**config.mk**
```make
export PLATFORM = sky130hd
export DESIGN_NAME = cct_timer
export DESIGN_NICKNAME = d
export VERILOG_FILES = /design/src/hdl/cct_pkg.sv /design/src/hdl/cct_timer.sv
export SDC_FILE = /design/constraint.sdc
export NUM_CORES = 1
export LEC_CHECK = 0
export BUFFER_PORTS_ARGS = -buffer_cell sky130_fd_sc_hd__buf_2
export CORE_ASPECT_RATIO = 0.8
export CORE_MARGIN = 2
export CORE_UTILIZATION = 35
export DETAILED_ROUTE_END_ITERATION = 16
export MAX_ROUTING_LAYER = met4
export SYNTH_ARGS = -nofsm -noshare
export SYNTH_HDL_FRONTEND = slang
export SYNTH_SLANG_ARGS = --single-unit
```
**constraint.sdc**
```tcl
create_clock -name clk_i -period 3.21 [get_ports clk_i]
set_clock_uncertainty 0.2 [all_clocks]
set_input_delay 0.1605 -clock clk_i [delete_from_list [all_inputs] [get_ports clk_i]]
set_output_delay 0.1605 -clock clk_i [all_outputs]
set_load 0.02 [all_outputs]
```
**src/hdl/cct_pkg.sv**
```systemverilog
`default_nettype none
package cct_pkg;
  // ==========================================
  // Widths and register indices (byte address = index * 4)
  localparam int unsigned CW        = 16;
  localparam int unsigned IW        = 8;
  localparam logic [7:0]  IDX_RUN   = 8'h30;
  localparam logic [7:0]  IDX_MODE0 = 8'h38;
  localparam logic [7:0]  IDX_FFCR0 = 8'h39;
  localparam logic [7:0]  IDX_MODE1 = 8'h48;
  localparam logic [7:0]  IDX_FFCR1 = 8'h49;
  localparam logic [7:0]  IDX_DUTY0 = 8'h50;
  localparam logic [7:0]  IDX_PER0  = 8'h51;
  localparam logic [7:0]  IDX_DUTY1 = 8'h52;
  localparam logic [7:0]  IDX_PER1  = 8'h53;
  localparam logic [7:0]  IDX_CAPA0 = 8'h54;
  localparam logic [7:0]  IDX_CAPB0 = 8'h55;
  localparam logic [7:0]  IDX_CAPA1 = 8'h56;
  localparam logic [7:0]  IDX_CAPB1 = 8'h57;
  localparam logic [7:0]  IDX_STAT  = 8'h58;
  // ==========================================
  // Field positions
  localparam int unsigned MODE_CLK_LSB  = 0;
  localparam int unsigned MODE_CLE_BIT  = 2;
  localparam int unsigned MODE_CAPM_LSB = 3;
  localparam int unsigned MODE_CAPIN    = 5;
  localparam int unsigned FF_CMD_LSB    = 0;
  localparam int unsigned FF_EQ_LSB     = 2;
  localparam int unsigned FF_CAP_LSB    = 4;
  localparam int unsigned RUN_PRE_BIT   = 0;
  localparam int unsigned RUN_T_LSB     = 1;
  localparam int unsigned RUN_DB_LSB    = 3;
  // ==========================================
  // Reset values and prescaler taps
  localparam logic [4:0]  MODE_RST      = 5'h00;
  localparam logic [3:0]  FFEN_RST      = 4'h0;
  localparam logic [4:0]  RUN_RST       = 5'h00;
  localparam logic [1:0]  FF_CMD_READ   = 2'h3;
  localparam int unsigned PW            = 6;
  localparam logic [5:0]  TAP1_MASK     = 6'h03;
  localparam logic [5:0]  TAP4_MASK     = 6'h0F;
  localparam logic [5:0]  TAP16_MASK    = 6'h3F;
  // ==========================================
  // Types
  typedef enum logic [1:0] {CAPM_OFF, CAPM_TWO_PIN, CAPM_BOTH_EDGE, CAPM_GATE} cct_capm_e;
  typedef enum logic [1:0] {FFC_INV, FFC_SET, FFC_CLR, FFC_NOP} cct_ffc_e;
  typedef enum logic [1:0] {SRC_EXT, SRC_T1, SRC_T4, SRC_T16} cct_src_e;
  typedef struct packed {
    logic      run;
    logic      db_en;
    logic      clear_en;
    cct_capm_e capm;
    cct_src_e  src;
    logic [3:0] tog_en;
  } cct_cfg_s;
  typedef struct packed {
    logic duty;
    logic period;
    logic ovf;
    logic edge_ev;
  } cct_irq_s;
  typedef struct packed {
    logic [1:0]  we;
    logic [15:0] d;
  } cct_wr_s;
endpackage : cct_pkg
`default_nettype wire

```
**src/hdl/cct_timer.sv**
```systemverilog
// What this block does
// - Pulse mode toggles the output on duty and period matches.
// - With buffering on, period match loads buffered duty into active duty.
// - Each unit: counter, two compares, buffer, two captures, comparators, toggle.
// - The two units have own run, buffer and mode bits but share the prescaler and gate input.
// - Compare registers are write-only; reads do not return them.
// - Capture mode 00 disables pin and gate capture (soft capture still works) and is the reset value.
// - Mode 01 captures first on trigger one rise, second on trigger two rise.
// - Mode 10 captures on trigger one rise and fall; edge irq on fall.
// - Mode 11 captures on gating flip-flop rise and fall.
// - Writing 0 to soft capture bit captures counter while prescaler runs.
// - Each comparator flags equality with its own match interrupt.
// - Counter clears on period match only when clear-on-match is set.
// - Toggle flips on the XOR of matches and captures, each gated by own enable.
// - Command field: 00 invert, 01 set, 10 clear, 11 nothing.
// - Command field always reads back as 11.
// - Clock select: 00 external trigger, 01 tap one, 10 tap four, 11 sixteen.
// - Counter wrap past maximum raises overflow interrupt.
`default_nettype none
module cct_unit (
  input  wire logic             clk_i,
  input  wire logic             rst_i,
  input  wire cct_pkg::cct_cfg_s cfg_i,
  input  wire logic [2:0]       taps_i,
  input  wire logic             trig_first_i,
  input  wire logic             trig_second_i,
  input  wire logic             gate_i,
  input  wire cct_pkg::cct_wr_s duty_wr_i,
  input  wire cct_pkg::cct_wr_s period_wr_i,
  input  wire logic             soft_cap_i,
  input  wire logic             ff_cmd_we_i,
  input  wire cct_pkg::cct_ffc_e ff_cmd_i,
  output logic [15:0]           cap_first_o,
  output logic [15:0]           cap_second_o,
  output logic                  tff_o,
  output cct_pkg::cct_irq_s     irq_o
);
  import cct_pkg::*;
  logic [CW-1:0] cnt;
  logic [CW-1:0] duty;
  logic [CW-1:0] dbuf;
  logic [CW-1:0] period;
  logic          t1_q;
  logic          t2_q;
  logic          g_q;
  // ==========================================
  // Edges and count tick
  wire t1_rise = trig_first_i & ~t1_q;
  wire t1_fall = ~trig_first_i & t1_q;
  wire t2_rise = trig_second_i & ~t2_q;
  wire g_rise  = gate_i & ~g_q;
  wire g_fall  = ~gate_i & g_q;
  wire tap     = (cfg_i.src == SRC_EXT) ? t1_rise :
                 (cfg_i.src == SRC_T1)  ? taps_i[0] :
                 (cfg_i.src == SRC_T4)  ? taps_i[1] : taps_i[2];
  wire tick     = cfg_i.run & tap;
  wire hit_duty = tick & (cnt == duty);
  wire hit_per  = tick & (cnt == period);
  wire clr      = hit_per & cfg_i.clear_en;
  wire wrap     = tick & ~clr & (cnt == {CW{1'b1}});
  wire pin_mode = (cfg_i.capm == CAPM_TWO_PIN) | (cfg_i.capm == CAPM_BOTH_EDGE);
  wire cap1_ev  = soft_cap_i | (pin_mode & t1_rise)
                | ((cfg_i.capm == CAPM_GATE) & g_rise);
  wire cap2_ev  = ((cfg_i.capm == CAPM_TWO_PIN) & t2_rise)
                | ((cfg_i.capm == CAPM_BOTH_EDGE) & t1_fall)
                | ((cfg_i.capm == CAPM_GATE) & g_fall);
  wire edge_ev  = (cfg_i.capm == CAPM_BOTH_EDGE) ? t1_fall : t1_rise;
  wire tog      = ^({cap2_ev, cap1_ev, hit_per, hit_duty} & cfg_i.tog_en);
  // ==========================================
  // Next values
  logic [CW-1:0] next_cnt;
  logic          next_tff;
  always_comb begin
    if (!cfg_i.run || clr) begin
      next_cnt = '0;
    end else if (tick) begin
      next_cnt = cnt + 16'h0001;
    end else begin
      next_cnt = cnt;
    end
  end
  // Software command beats hardware toggles in the same cycle
  always_comb begin
    if (ff_cmd_we_i) begin
      case (ff_cmd_i)
        FFC_INV: next_tff = ~tff_o;
        FFC_SET: next_tff = 1'b1;
        FFC_CLR: next_tff = 1'b0;
        default: next_tff = tff_o ^ tog;
      endcase
    end else begin
      next_tff = tff_o ^ tog;
    end
  end
  // ==========================================
  // State
  always_ff @(posedge clk_i) begin
    if (rst_i) begin
      cnt <= '0;
      t1_q <= 1'b0;
      t2_q <= 1'b0;
      g_q <= 1'b0;
      tff_o <= 1'b0;
      irq_o <= '0;
    end else begin
      cnt <= next_cnt;
      t1_q <= trig_first_i;
      t2_q <= trig_second_i;
      g_q <= gate_i;
      tff_o <= next_tff;
      irq_o <= '{duty: hit_duty, period: hit_per, ovf: wrap, edge_ev: edge_ev};
    end
  end
  // Compare writes: buffer always, active duty only while unbuffered
  always_ff @(posedge clk_i) begin
    if (rst_i) begin
      duty <= '0;
      dbuf <= '0;
      period <= '0;
    end else begin
      for (int b = 0; b < 2; b++) begin
        if (duty_wr_i.we[b]) dbuf[b*8 +: 8] <= duty_wr_i.d[b*8 +: 8];
        if (duty_wr_i.we[b] && !cfg_i.db_en) duty[b*8 +: 8] <= duty_wr_i.d[b*8 +: 8];
        if (period_wr_i.we[b]) period[b*8 +: 8] <= period_wr_i.d[b*8 +: 8];
      end
      if (hit_per && cfg_i.db_en) duty <= dbuf;
    end
  end
  always_ff @(posedge clk_i) begin
    if (rst_i) begin
      cap_first_o <= '0;
      cap_second_o <= '0;
    end else begin
      if (cap1_ev) cap_first_o <= cnt;
      if (cap2_ev) cap_second_o <= cnt;
    end
  end
endmodule : cct_unit

module cct_timer #(
  parameter int unsigned AW = 10
) (
  input  wire logic          clk_i,
  input  wire logic          rst_i,
  input  wire logic [AW-1:0] wb_adr_i,
  input  wire logic [31:0]   wb_dat_i,
  input  wire logic [3:0]    wb_sel_i,
  input  wire logic          wb_we_i,
  input  wire logic          wb_cyc_i,
  input  wire logic          wb_stb_i,
  output logic [31:0]        wb_dat_o,
  output logic               wb_ack_o,
  input  wire logic [1:0]    trigger_input_first_i,
  input  wire logic [1:0]    trigger_input_second_i,
  input  wire logic          gating_ff_from_byte_timers_i,
  output logic [1:0]         timer_output_pin_o,
  output logic [1:0]         duty_match_irq_o,
  output logic [1:0]         period_match_irq_o,
  output logic [1:0]         overflow_irq_o,
  output logic [1:0]         trigger_edge_irq_o
);
  import cct_pkg::*;
  logic [4:0]    run_reg;
  logic [4:0]    mode [2];
  logic [3:0]    ffen [2];
  logic [PW-1:0] pre;
  logic [15:0]   cap_a [2];
  logic [15:0]   cap_b [2];
  logic [31:0]   rd [2];
  // ==========================================
  // Bus decode
  wire [IW-1:0] idx  = wb_adr_i[IW+1:2];
  wire          wr   = wb_cyc_i & wb_stb_i & wb_we_i & ~wb_ack_o;
  wire          lo   = wr & wb_sel_i[0];
  wire          prun = run_reg[RUN_PRE_BIT];
  wire [2:0]    taps = {3{prun}} & {(pre & TAP16_MASK) == TAP16_MASK,
                                    (pre & TAP4_MASK) == TAP4_MASK,
                                    (pre & TAP1_MASK) == TAP1_MASK};
  wire [31:0] rd_run  = (idx == IDX_RUN) ? {27'h0, run_reg} : 32'h0;
  wire [31:0] rd_stat = (idx == IDX_STAT) ? {30'h0, timer_output_pin_o} : 32'h0;
  // ==========================================
  // Units
  for (genvar u = 0; u < 2; u++) begin : g_unit
    localparam logic [7:0] MI = u ? IDX_MODE1 : IDX_MODE0;
    localparam logic [7:0] FI = u ? IDX_FFCR1 : IDX_FFCR0;
    localparam logic [7:0] DI = u ? IDX_DUTY1 : IDX_DUTY0;
    localparam logic [7:0] PI = u ? IDX_PER1 : IDX_PER0;
    localparam logic [7:0] AI = u ? IDX_CAPA1 : IDX_CAPA0;
    localparam logic [7:0] BI = u ? IDX_CAPB1 : IDX_CAPB0;
    cct_cfg_s cfg;
    cct_irq_s irq;
    cct_wr_s  dwr;
    cct_wr_s  pwr;
    logic     tff;
    wire mode_we  = lo & (idx == MI);
    wire ff_we    = lo & (idx == FI);
    wire soft_cap = mode_we & ~wb_dat_i[MODE_CAPIN] & prun;
    assign cfg = '{run: run_reg[RUN_T_LSB+u], db_en: run_reg[RUN_DB_LSB+u],
                   clear_en: mode[u][MODE_CLE_BIT],
                   capm: cct_capm_e'(mode[u][MODE_CAPM_LSB +: 2]),
                   src: cct_src_e'(mode[u][MODE_CLK_LSB +: 2]), tog_en: ffen[u]};
    assign dwr = '{we: {2{wr & (idx == DI)}} & wb_sel_i[1:0], d: wb_dat_i[15:0]};
    assign pwr = '{we: {2{wr & (idx == PI)}} & wb_sel_i[1:0], d: wb_dat_i[15:0]};
    // Compare indices fall through to zero on reads
    assign rd[u] = (idx == MI) ? {26'h0, 1'b1, mode[u]} :
                   (idx == FI) ? {26'h0, ffen[u], FF_CMD_READ} :
                   (idx == AI) ? {16'h0, cap_a[u]} :
                   (idx == BI) ? {16'h0, cap_b[u]} : 32'h0;
    always_ff @(posedge clk_i) begin
      if (rst_i) begin
        mode[u] <= MODE_RST;
        ffen[u] <= FFEN_RST;
      end else begin
        if (mode_we) mode[u] <= wb_dat_i[4:0];
        if (ff_we) ffen[u] <= wb_dat_i[FF_EQ_LSB +: 4];
      end
    end
    cct_unit u_unit (
      .clk_i         (clk_i),
      .rst_i         (rst_i),
      .cfg_i         (cfg),
      .taps_i        (taps),
      .trig_first_i  (trigger_input_first_i[u]),
      .trig_second_i (trigger_input_second_i[u]),
      .gate_i        (gating_ff_from_byte_timers_i),
      .duty_wr_i     (dwr),
      .period_wr_i   (pwr),
      .soft_cap_i    (soft_cap),
      .ff_cmd_we_i   (ff_we),
      .ff_cmd_i      (cct_ffc_e'(wb_dat_i[FF_CMD_LSB +: 2])),
      .cap_first_o   (cap_a[u]),
      .cap_second_o  (cap_b[u]),
      .tff_o         (tff),
      .irq_o         (irq)
    );
    assign timer_output_pin_o[u] = tff;
    assign duty_match_irq_o[u]   = irq.duty;
    assign period_match_irq_o[u] = irq.period;
    assign overflow_irq_o[u]     = irq.ovf;
    assign trigger_edge_irq_o[u] = irq.edge_ev;
  end
  // ==========================================
  // Run register, prescaler and bus answer
  always_ff @(posedge clk_i) begin
    if (rst_i) begin
      run_reg <= RUN_RST;
      pre <= '0;
    end else begin
      if (lo && idx == IDX_RUN) run_reg <= wb_dat_i[4:0];
      pre <= prun ? pre + 6'h01 : 6'h00;
    end
  end
  // Single-wait answer; unmapped reads return zero
  always_ff @(posedge clk_i) begin
    if (rst_i) begin
      wb_ack_o <= 1'b0;
      wb_dat_o <= 32'h0;
    end else begin
      wb_ack_o <= wb_cyc_i & wb_stb_i & ~wb_ack_o;
      wb_dat_o <= rd[0] | rd[1] | rd_run | rd_stat;
    end
  end
endmodule : cct_timer
`default_nettype wire

```
## Word-level counts from Yosys, hierarchy flattened

Memories as Yosys holds them, arrays and structs flattened.
Index checks and enable logic that the tools add are counted.

- Flip-flop bits (word level): 251
- Memory bits (writable): 18
- Word-level logic and storage cells: 236
- Memories kept: 2
- Output and inout port bits: 43
- Bits of input ports: 56

Memory list:

| memory | depth | bits a word | read ports | clocked after Yosys merged registers in | wr ports | line | text |
|---|---|---|---|---|---|---|---|
| mode | 2 | 5 | 2 | 0 | 2 | cct_timer.sv:164 | `logic [4:0] mode [2];` |
| ffen | 2 | 4 | 2 | 0 | 2 | cct_timer.sv:165 | `logic [3:0] ffen [2];` |

- Reduce and logical (&&, ||, !) cells: 25
- Add/subtract/negate cells: 3
- Equal/unequal tests: 35
- Muxes and demuxes: 46
- Bitwise operators: 88

Operators with widths:

| operator | number |
|---|---|
| 2-to-1 mux 16 bit | 10 |
| == test 8 x 7 -> 1 bit, second input constant | 11 |
| == test 16 bit | 4 |
| bitwise AND 1 bit | 47 |
| adder 16 x 1 -> 16 bit, second input constant | 2 |
| == test 16 bit, second input constant | 2 |
| 2-to-1 mux 8 bit | 4 |
| == test 8 x 6 -> 1 bit, second input constant | 3 |
| 2-to-1 mux 1 bit | 24 |
| == test 2 bit, second input constant | 8 |
| bitwise OR 16 bit | 1 |
| bitwise OR 16 x 2 -> 16 bit | 1 |
| bitwise OR 16 x 5 -> 16 bit | 1 |
| 2-to-1 mux 5 bit | 3 |
| NOT 1 bit | 15 |
| bitwise OR 1 bit | 14 |
| == test 2 x 1 -> 1 bit, second input constant | 5 |
| bitwise AND 2 bit | 4 |
| bitwise AND 4 bit | 2 |
| 2-to-1 mux 4 bit | 2 |
| nonzero test 2 bit | 4 |
| XOR reduction 4 bit | 2 |
| logical AND 1 bit | 7 |
| adder 6 x 1 -> 6 bit, second input constant | 1 |
| 10 further kinds | 20 |

## Logic depth before layout (Yosys ltp)

Gate-level depths: netlist (run 1).

- Depth after elaboration: 14
- Gate-level depth with buffers: 10
- Gate-level depth less buffers: 9

## By module

From an unflattened synthesis (run 1), not the netlist that was laid out.

- Cell total of the unflattened synthesis: 1,213
- Area, all modules: 11,735.0 um^2

Modules (own cells, without submodules):

| module | instances | sequential area each (um^2) | cells an instance | area each (um^2) |
|---|---|---|---|---|
| cct_unit | 2 | 2,082.0 | 474 | 4,513.1 |
| cct_timer | 1 | 1,101.1 | 265 | 2,708.8 |

## Worst setup path before layout (run 1)

Ideal clock, no wire load.

- Kind: reg2reg
- Start: register pre[0]
- End: register g_unit[0].u_unit.cnt[10]
- Buffers on the path: 2
- Arrival: 1.969 ns
- Required time: 2.893 ns
- Period minus slack after synthesis: 2.287 ns
- Setup slack: 0.923 ns
- Cell stages (with the launch flop): 11
- Library setup time: 0.117 ns
- Path through: dfxtp_1 ha_1 nand4_1 o21ai_0 o211a_1 clkbuf_1 and2_1 nand2_1 nand3b_1 buf_2 nor2_1

- Cells in the longest elaborated chain, start to end: 10
- Elaborated cells on any way between the ends: 12
- Classes of those cells: eq/ne: 3; mux: 3; bitwise: 4; reduce/logical: 2

Ends and longest elaborated chain:

| item | line | text |
|---|---|---|
| start, declared | cct_timer.sv:166 | `logic [PW-1:0] pre;` |
| start signal, assigned | cct_timer.sv:250 | `pre <= prun ? pre + 6'h01 : 6'h00;` |
| == test 6 bit or == test 4 bit (tied branches) | cct_timer.sv:176, cct_timer.sv:177 |  |
| bitwise AND 3 bit * | cct_timer.sv:176 | `wire [2:0] taps = {3{prun}} & {(pre & TAP16_MASK) == TAP16_MASK,` |
| 2-to-1 mux 1 bit | cct_timer.sv:55 | `(cfg_i.src == SRC_T4) ? taps_i[1] : taps_i[2];` |
| 2-to-1 mux 1 bit * | cct_timer.sv:54 | `(cfg_i.src == SRC_T1) ? taps_i[0] :` |
| 2-to-1 mux 1 bit * | cct_timer.sv:53 | `wire tap = (cfg_i.src == SRC_EXT) ? t1_rise :` |
| bitwise AND 1 bit * | cct_timer.sv:56 | `wire tick = cfg_i.run & tap;` |
| bitwise AND 1 bit | cct_timer.sv:58 | `wire hit_per = tick & (cnt == period);` |
| bitwise AND 1 bit | cct_timer.sv:59 | `wire clr = hit_per & cfg_i.clear_en;` |
| logical OR 1 bit | cct_timer.sv:74 | `if (!cfg_i.run \|\| clr) begin` |
| OR reduction 2 bit (no source line) | -- |  |
| end signal, assigned | cct_timer.sv:106 | `cnt <= next_cnt;` |
| end, declared | cct_timer.sv:39 | `logic [CW-1:0] cnt;` |

Every way passes the cells marked *; elsewhere a longest branch is shown, timed or not.
A chain may end at the register's enable or synchronous reset.

## Worst setup path after layout (run 1)

- Start: register pre[0]
- End: register g_unit[1].u_unit.duty[4]

- Cells in the longest elaborated chain, start to end: 9
- Elaborated cells on any way between the ends: 12
- Classes of those cells: eq/ne: 3; mux: 4; bitwise: 3; reduce/logical: 2

Ends and longest elaborated chain:

| item | line | text |
|---|---|---|
| == test 6 bit or == test 4 bit (tied branches) | cct_timer.sv:176, cct_timer.sv:177 |  |
| bitwise AND 3 bit * | cct_timer.sv:176 |  |
| 2-to-1 mux 1 bit | cct_timer.sv:55 |  |
| 2-to-1 mux 1 bit * | cct_timer.sv:54 |  |
| 2-to-1 mux 1 bit * | cct_timer.sv:53 |  |
| bitwise AND 1 bit * | cct_timer.sv:56 |  |
| bitwise AND 1 bit * | cct_timer.sv:58 |  |
| logical AND 1 bit * | cct_timer.sv:126 | `if (hit_per && cfg_i.db_en) duty <= dbuf;` |
| 2-to-1 mux 16 bit or nonzero test 2 bit (tied branches) | -- |  |
| end signal, assigned by index | cct_timer.sv:123 | `if (duty_wr_i.we[b] && !cfg_i.db_en) duty[b*8 +: 8] <= duty_wr_i.d[b*8 +: 8];` |
| end signal, assigned | cct_timer.sv:126 |  |
| end, declared | cct_timer.sv:40 | `logic [CW-1:0] duty;` |

Marks and branches as above.

==> summary.md, run 1 <==
| Metric | Value |
|---|---|
| Vias in the first global route | approximately 8200 |
| Via count | 8671 |
| Syn Inst Count | 1197 |
| Placed insts | 1624 |
| Synth-to-layout area growth | 17.1% |
| Clock transition at path regs | 0.06 ns |
| Maxcap violations | 0 |
| Initial Util | 0.358 |
| Crit path DAT | 2.85 ns |
| R2R depth | 8 |
| Syn Area/Cell | 9.46 um2 |
| Core area | between 30000 and 40000 um2 |
| Hold Path Origin | wb_adr_i[7] |
| Worst slew pin tran | 0.860 ns |
| Global-route wire length before repair | about 46000 um |
| Fmax | 374 MHz |
| CP required | 3.38 ns |
| Global Route Usage Sum | 0.180 |
| Final wirelength | 29900 um |
| Clock sinks | about 250 |
| Synth warn | 0 |
| Hold Path Cell Cnt | 4 |
| Synth Flop Type | dfxtp_1 |
| Unrepaired setup endpoints after global routing | no |
| Power per cell area | 497 nW/um2 |
| Initial antenna violation count | 0 |
| Pin count of the biggest net entering global routing | 110 |
| R2R Path Start | pre[0] |
| Crit. Startpoint | pre[0] |
| Synthesized area | around 11000 um2 |
| FF-to-FF setup slack | 0.54 ns |
| Status | finished, final reports clean |
| Final ANT Viol Nets | 0 |
| Antenna cell count | 0 |
| Post-synth top cells | 235 x dfxtp_1, 208 x nor2_1, 135 x mux2i_1 |
| Drt first pass iters | 7 |
| Worst R2R End | g_unit[1].u_unit.duty[4] |
| Worst skew pair latency | 0.53 ns |
| Worst Hold Endpoint | wb_dat_o[3] |
| Setup crit end kind | flip-flop |
| # DRC | 0 |
| Routed WL per cell | 17.5 um |
| Fraction of registers with async set/reset | 0 |
| Die height | 165 um |
| Leakage | 5.03 nW |
| Yosys top cell area share | 0.415 |
| Final count of hold timing violations | 0 |
| Root buffer cell | clkbuf_16 |
| HP Class | in2reg |
| # rows | a little under 60 |
| Sequential fraction of the synthesis area | 0.463 |
| CTS buffer count | 27 |
| I/O Buffers | 62 |
| Fin util | 0.419 |
| Area contributors post-synth | dfxtp_1 42%, mux2i_1 12%, nor2_1 6.9% |
| Layout cells sized above 1 | 0.132 |
| Non-filler cells, final | between 1500 and 2000 |
| Vias/cell | 5.08 |
| DP HPWL | 21300 um |
| Tcrit/Tclk final | 0.833 |
| DIE WIDTH | 205 um |
| 1st-iter DRT viols | around 660 |
| Most common cell in the netlist | dfxtp_1 |
| Post-synth cell types | 61 |
| Final min period | 2.67 ns |
| # IOs | 99 |
| Synth Register Bits | about 250 |
| Setup Buffers After CTS | 0 |
| GR Overflow Total | 0 |
| Tot Pwr | 6.58 mW |
| CP Launch Type | flip-flop |
| Max IR drop VDD | 0.350 mV |
| Dominant cell type by area after synthesis | dfxtp_1 |
| CP Class | reg2reg |
| Number of flops mapped to enable cells by yosys | 18 |
| Max-slew violation count | 0 |
| Setup TNS | 0 ns |
| Total Nets Final | 1332 |
| Clock buffer depth | 3 |
| CTS tree | yes |
| Critical path peak fanout | 16 |
| GPL Wtd Cong | a little under 0.9 |
| Setup violators final | 0 |
| H-tree levels | 1 |
| Normalized max-slew margin | 0.426 |
| Die area | 33800 um2 |
[critical path, stage by stage, from the launching register on]
cell	delay, ns
dfxtp_1	0.37
ha_1	0.27
nand4_1	0.15
o21ai_0	0.21
o211a_1	0.41
and2_1	0.28
nand2_1	0.35
nand3_1	0.20
a21oi_1	0.08
[final cells by class]
class	count	area (um2)
clock buffers	41	808
clock inverters	8	70.1
fillers	3113	18400
inverters	11	41.3
multi-input cells	840	5600
flip-flops and latches	253	5250
well taps	420	526
repair buffers	134	967
[power breakdown]
| group | internal (mW) | switching, mW | total [mW] | leakage (nW) |
|---|---|---|---|---|
| Sequential | 3.19 | 0.0163 | 3.21 | 2.08 |
| Clock | 1.81 | 1.26 | 3.07 | 0.440 |
| Combinational | 0.107 | 0.198 | 0.305 | 2.51 |
[routing by layer]
metal  vias to the layer above  routed length [um]  track usage
li1                       4241                   -            -
met1                      4211               14800        0.254
met2                       185               13200        0.275
met3                        34                1560       0.0308
met4                         0                 405       0.0311
met5                         -                   0            -
[kinds of logic (layout without fill, tap and decap cells)]
kind of cell,Yosys count,in the layout,share of synthesized area
AND/OR/NAND/NOR,425,425,0.182
flip-flops,253,253,0.463
AO/OA/AOI/OAI,147,147,0.0917
multiplexers,140,140,0.124
buffers and inverters,119,194,0.0480
XOR/XNOR,103,103,0.0810
adder cells (fa/ha/maj),9,9,0.00994
other,1,16,0.000331
[through the flow]
| stage | cell area, um2 | hold slack, ns | worst slack (ns) |
|---|---|---|---|
| floorplan | 11400 | 0.0788 | 0.923 |
| finish | 13300 | 0.0269 | 0.535 |
| CTS | 13300 | 0.0113 | 0.551 |
| global route | 13300 | 0.0445 | 0.283 |
| global placement | 12000 | 0.191 | 0.616 |
| detailed placement | 12000 | 0.199 | 0.572 |
[how the worst max path moves through the flow]
stage / to / slack (ns)
after floorplan: g_unit[0].u_unit.cnt[10] / 0.92
after global placement: g_unit[1].u_unit.duty[15] / 0.62
after detailed placement: g_unit[1].u_unit.duty[8] / 0.57
after CTS: g_unit[1].u_unit.duty[1] / 0.55
after global routing: g_unit[1].u_unit.duty[15] / 0.28
final: g_unit[1].u_unit.duty[4] / 0.54
[what timing repair did]
item                       CTS  global route
hold buffers                34             0
gates resized for setup      0             0
hold endpoints to repair   147             0
setup endpoints to repair    0             0
[cells in the final DEF (no fill, tap or decap), types with 4 or more instances in the layout]
cell type	count
mux2_2	5
o21ai_0	15
conb_1	16
a222oi_1	10
mux2i_1	135
clkinv_2	5
clkbuf_1	6
clkbuf_16	27
and2_1	20
nor4_1	12
nor3_1	11
dlygate4sd3_1	34
buf_4	36
nand2b_1	13
o211a_1	4
nand2_1	51
inv_1	11
and3_1	5
ha_1	9
nor2_2	4
nand3_1	38
xor2_1	49
dfxtp_1	235
nor2_1	208
a21oi_1	47
nor2b_1	11
buf_2	61
xnor2_1	52
nand3b_1	7
clkbuf_8	8
edfxtp_1	18
nand4_1	23
a22oi_1	45
(Power assumes the default switching activity.)
==> run 2, diff against run 1 <==
==> constraint.sdc (replaced) <==
create_clock -name clk_i -period 2.3 [get_ports clk_i]
set_clock_uncertainty 0.2 [all_clocks]
set_input_delay 0.115 -clock clk_i [delete_from_list [all_inputs] [get_ports clk_i]]
set_output_delay 0.115 -clock clk_i [all_outputs]
set_load 0.02 [all_outputs]
==> summary.md, run 2 (synthesized netlist as in run 1, its figures left out) <==
| Metric | Value |
|---|---|
| Power per cell area | 641 nW/um2 |
| Total Nets Final | 1406 |
| Die area | 33800 um2 |
| R2R depth | 5 |
| Root buffer cell | clkbuf_16 |
| Setup TNS | 0 ns |
| # DRC | 0 |
| Setup crit end kind | flip-flop |
| GR Overflow Total | 0 |
| Synth-to-layout area growth | 23.3% |
| Vias/cell | 5.01 |
| CTS tree | yes |
| HP Class | in2reg |
| Clock buffer depth | 3 |
| Worst skew pair latency | 0.55 ns |
| Maxcap violations | 0 |
| Dpl cell area | 12600 um2 |
| Setup violators final | 0 |
| Most frequent cells in the layout | 224 x dfxtp_1, 207 x nor2_1, 135 x mux2i_1 |
| H-tree levels | 1 |
| I/O Buffers | 62 |
| Fin util | 0.441 |
| Routed WL per cell | 17.4 um |
| GPL Wtd Cong | 0.900 |
| Global Route Usage Sum | 0.187 |
| Post-Place Setup Slack | -0.0327 ns |
| Final wirelength | just over 30000 um |
| Initial Util | 0.358 |
| Tcrit/Tclk final | 0.968 |
| Clock transition at path regs | around 0.060 ns |
| Critical path peak fanout | 4 |
| Final min period | 2.23 ns |
| Leakage | 5.39 nW |
| Hold Path Cell Cnt | 4 |
| # IOs | 99 |
| CP required | around 2.5 ns |
| DIE WIDTH | 205 um |
| Drt first pass iters | 5 |
| Status | finished, final reports clean |
| Fmax | about 450 MHz |
| Normalized max-slew margin | 0.534 |
| DP HPWL | 22300 um |
| Via count | 8904 |
| Worst slew pin tran | 0.699 ns |
| Global-route wire length before repair | 48000 um |
| Max IR drop VDD | 0.411 mV |
| Final instance area | around 14000 um2 |
| Pin count of the biggest net entering global routing | slightly below 90 |
| CP Class | reg2reg |
| Core area | between 30000 and 40000 um2 |
| Crit path DAT | 2.40 ns |
| Die height | 165 um |
| Layout cells sized above 1 | 0.198 |
| Final ANT Viol Nets | 0 |
| Final count of hold timing violations | 0 |
| CP Launch Type | flip-flop |
| Vias in the first global route | 8451 |
| Initial antenna violation count | 0 |
| # rows | 58 |
| Max-slew violation count | 0 |
| CTS buffer count | 27 |
| Final WS setup | 0.0727 ns |
| Clock sinks | roughly 250 |
| 1st-iter DRT viols | between 600 and 700 |
| Antenna cell count | 0 |
| Commonest non-fill, non-tap cell in the layout | dfxtp_1 |
==> run 2: cell count changes in the layout (fill, tap and decap cells not counted), sizes merged <==
cell         before  now
inv              13   12
dlygate4sd3      34   39
clkbuf           41   40
buf             100  169
clkinvlp          0    1
bufinv            1    0
==> run 2: worst paths after layout <==
path | start | endpoint | slack, ns
min | wb_adr_i[8] | mode[0][0] | 0.09
max reg2reg | wb_ack_o | mode[1][0] | 0.07
min reg2reg | g_unit[0].u_unit.duty[5] | g_unit[0].u_unit.duty[5] | 0.27
max | wb_ack_o | mode[1][0] | 0.07
==> run 2: per-layer routing <==
layer | track usage | vias up | wire length (um)
met2 | 0.289 | 198 | 13800
li1 | - | 4383 | -
met1 | 0.267 | 4285 | 15200
met3 | 0.0257 | 38 | 1590
met4 | 0.0275 | 0 | 394
met5 | - | - | 0
==> run 2: cell type report <==
| cell class | count | area, um2 |
|---|---|---|
| multi-input cells | 840 | 5700 |
| repair buffers | 208 | 1640 |
| flip-flops and latches | 253 | 5260 |
| clock buffers | 40 | 754 |
| well taps | 420 | 526 |
| fillers | 3038 | 17700 |
| clock inverters | 7 | 41.3 |
| inverters | 11 | 41.3 |
==> run 2: worst max-delay path: stages, from the launching register on <==
cell and delay [ns]:
dfxtp_1 0.31, and4b_1 0.35, buf_4 0.18, nand4_2 0.22
dlygate4sd3_1 0.66, nor3_1 0.13
==> run 2: where the power goes <==
group / switching, mW / total, mW / internal (mW)
Sequential: 0.0238 / 4.48 / 4.45
Combinational: 0.288 / 0.463 / 0.175
Clock: 1.75 / 4.00 / 2.26
==> run 2: repair_timing <==
item	in CTS	in global routing
hold buffers	39	0
gates cloned	0	1
setup endpoints to repair	3	67
endpoints found under the hold margin	159	0
buffers inserted	0	4
pin swaps	0	8
gates resized for setup	3	44
==> run 2: metrics by stage <==
step,power [mW],hold WS (ns),instances
6_report,8.94,0.0852,1779
5_1_grt,9.26,0.108,1779
3_5_place_dp,4.98,0.154,1688
4_1_cts,9.03,0.0538,1774
3_3_place_gp,4.97,0.147,1688
2_1_floorplan,4.83,0.0333,1212
==> run 3, diff against run 2 <==
--- a/config.mk
+++ b/config.mk
@@ -11,6 +11,7 @@
 export CORE_UTILIZATION = 35
 export DETAILED_ROUTE_END_ITERATION = 16
 export MAX_ROUTING_LAYER = met4
+export PLACE_DENSITY = 0.54
 export SYNTH_ARGS = -nofsm -noshare
 export SYNTH_HDL_FRONTEND = slang
 export SYNTH_SLANG_ARGS = --single-unit
==> summary.md, run 3 (synthesized netlist as in run 1, its figures left out) <==
| Metric | Value |
|---|---|
| Final wirelength | 31900 um |
| # DRC | 0 |
| # IOs | between 90 and 100 |
| Antenna cell count | 0 |
| Max IR drop VDD | a little under 0.4 mV |
| Fin util | 0.445 |
| Normalized max-slew margin | 0.629 |
| CTS tree | yes |
| R2R depth | 10 |
| Clock sinks | around 250 |
| Worst slew pin tran | ~0.56 ns |
| Clock transition at path regs | around 0.06 ns |
| Final count of hold timing violations | 0 |
| Largest stage delay, worst path | 0.36 ns |
| CTS buffer count | 29 |
| GR Overflow Total | 0 |
| GPL Wtd Cong | about 0.9 |
| Fmax | 430 MHz |
| 1st-iter DRT viols | ~570 |
| Unrepaired setup endpoints after global routing | yes |
| Maxcap violations | 0 |
| Critical Path Stages | 10 |
| Clock buffer depth | 3 |
| Cell repeated most along the worst path | nand4_1 |
| Commonest non-fill, non-tap cell in the layout | dfxtp_1 |
| CP Class | reg2reg |
| Root buffer cell | clkbuf_16 |
| Tcrit/Tclk final | 1.01 |
| Final ANT Viol Nets | 0 |
| Via count | 8992 |
| DIE WIDTH | roughly 210 um |
| Routed WL per cell | 17.9 um |
| Global-route wire length before repair | a little under 50000 um |
| Critical path peak fanout | 8 |
| # rows | 58 |
| Pin count of the biggest net entering global routing | 77 |
| Vias in the first global route | 8576 |
| Initial Util | 0.358 |
| Total Nets Final | ~1400 |
| Drt first pass iters | 5 |
| I/O Buffers | 62 |
| Power per cell area | 660 nW/um2 |
| Buf/Inv on CP | 2 |
| Die height | between 150 and 200 um |
| Layout cells sized above 1 | 0.205 |
| Initial antenna violation count | 0 |
| CP Launch Type | flip-flop |
| Most frequent cells in the layout | 223 x dfxtp_1, 195 x nor2_1, 135 x mux2i_1 |
| Leakage | between 5 and 6 nW |
| Critical path, cell by cell | ha_4 -> nand4_1 -> o21ai_1 -> o211a_1 -> buf_12 -> buf_6 -> nand4_1 -> nor3_2 -> xnor2_1 -> nor2_1 |
| Status | complete, but fails checks |
| Setup violators final | 1 |
| Setup crit end kind | flip-flop |
| Die area | 33800 um2 |
| Crit path DAT | 2.56 ns |
| H-tree levels | 1 |
| Failing checks | negative setup slack |
| Max-slew violation count | 0 |
| Critical path's top delay family | simple AND/OR/NAND/NOR gates |
| Final WS setup | -0.0264 ns |
| DP HPWL | about 23000 um |
| Global Route Usage Sum | 0.192 |
| Worst skew pair latency | 0.54 ns |
| Post-Place Setup Slack | -0.0454 ns |
| Vias/cell | between 5 and 6 |
| Hold Path Cell Cnt | 5 |
| CP required | 2.53 ns |
| Core area | 31600 um2 |
| Synth-to-layout area growth | 24.4% |
| HP Class | in2reg |
| Final min period | around 2.3 ns |
| CP max-delay cell | dfxtp_2 |
==> run 3: changes by cell type in the layout (fill, tap and decap cells not counted), moves of 3 or more <==
cell / delta
a21oi_1: +3
a21oi_2: -3
buf_4: +4
clkbuf_1: +4
clkbuf_16: +3
nor2_1: -12
nor2_2: +11
==> run 3: worst register-to-register path, delay by kind of cell, from the launching register on <==
kind	cells	cell delay, ns
buf+inv	2	0.25
xor+xnor	1	0.13
fa+ha+maj	1	0.16
simple gates	4	0.72
compound gates	2	0.41
flops	1	0.36
==> run 3: area by class of cell <==
class / instances / area, um2
Timing Repair Buffer: 209 / 1650
Sequential cell: 253 / 5260
Inverter: 11 / 41.3
Fill cell: 3133 / 17600
Clock buffer: 47 / 833
Multi-Input combinational cell: 840 / 5730
Tap cell: 420 / 526
Clock inverter: 4 / 45.0
==> run 3: worst paths after layout <==
kind                              endpoint                       startpoint  slack [ns]
setup / recovery  g_unit[0].u_unit.cnt[11]                           pre[1]       -0.03
hold / removal                 wb_dat_o[2]                      wb_adr_i[9]        0.06
setup reg to reg  g_unit[0].u_unit.cnt[11]                           pre[1]       -0.03
hold reg to reg                wb_dat_o[9]  g_unit[1].u_unit.cap_first_o[9]        0.26
==> run 3: timing repair <==
action                                  CTS  global route
gates resized for setup                   1            50
pin swaps                                 1            10
hold buffers                             37             0
gates cloned                              0             1
setup buffers                             1             5
hold endpoints to repair                163             0
endpoints found under the setup margin    1            67
==> run 3: power by group <==
part           switching, mW  internal (mW)
logic                  0.290          0.175
registers             0.0240           4.45
clock network           1.80           2.56
total                   2.11           7.19
==> run 3: through the flow <==
stage               hold WS (ns)  power [mW]  instance area (um2)  TNS [ns]  instances
global placement           0.146        4.98                12600    -0.100       1689
CTS                       0.0372        9.39                13900         0       1778
finish                    0.0576        9.30                14100   -0.0264       1784
global route              0.0950        9.61                14100    -0.282       1784
floorplan                 0.0333        4.83                11400         0       1212
detailed placement         0.157        4.98                12600   -0.0454       1689
==> run 3: per-layer routing <==
layer	vias up	wire, um	GRT usage
met5	-	0	-
met4	0	549	0.0422
met3	41	1770	0.0363
met2	209	13800	0.284
met1	4353	15700	0.270
li1	4389	-	-
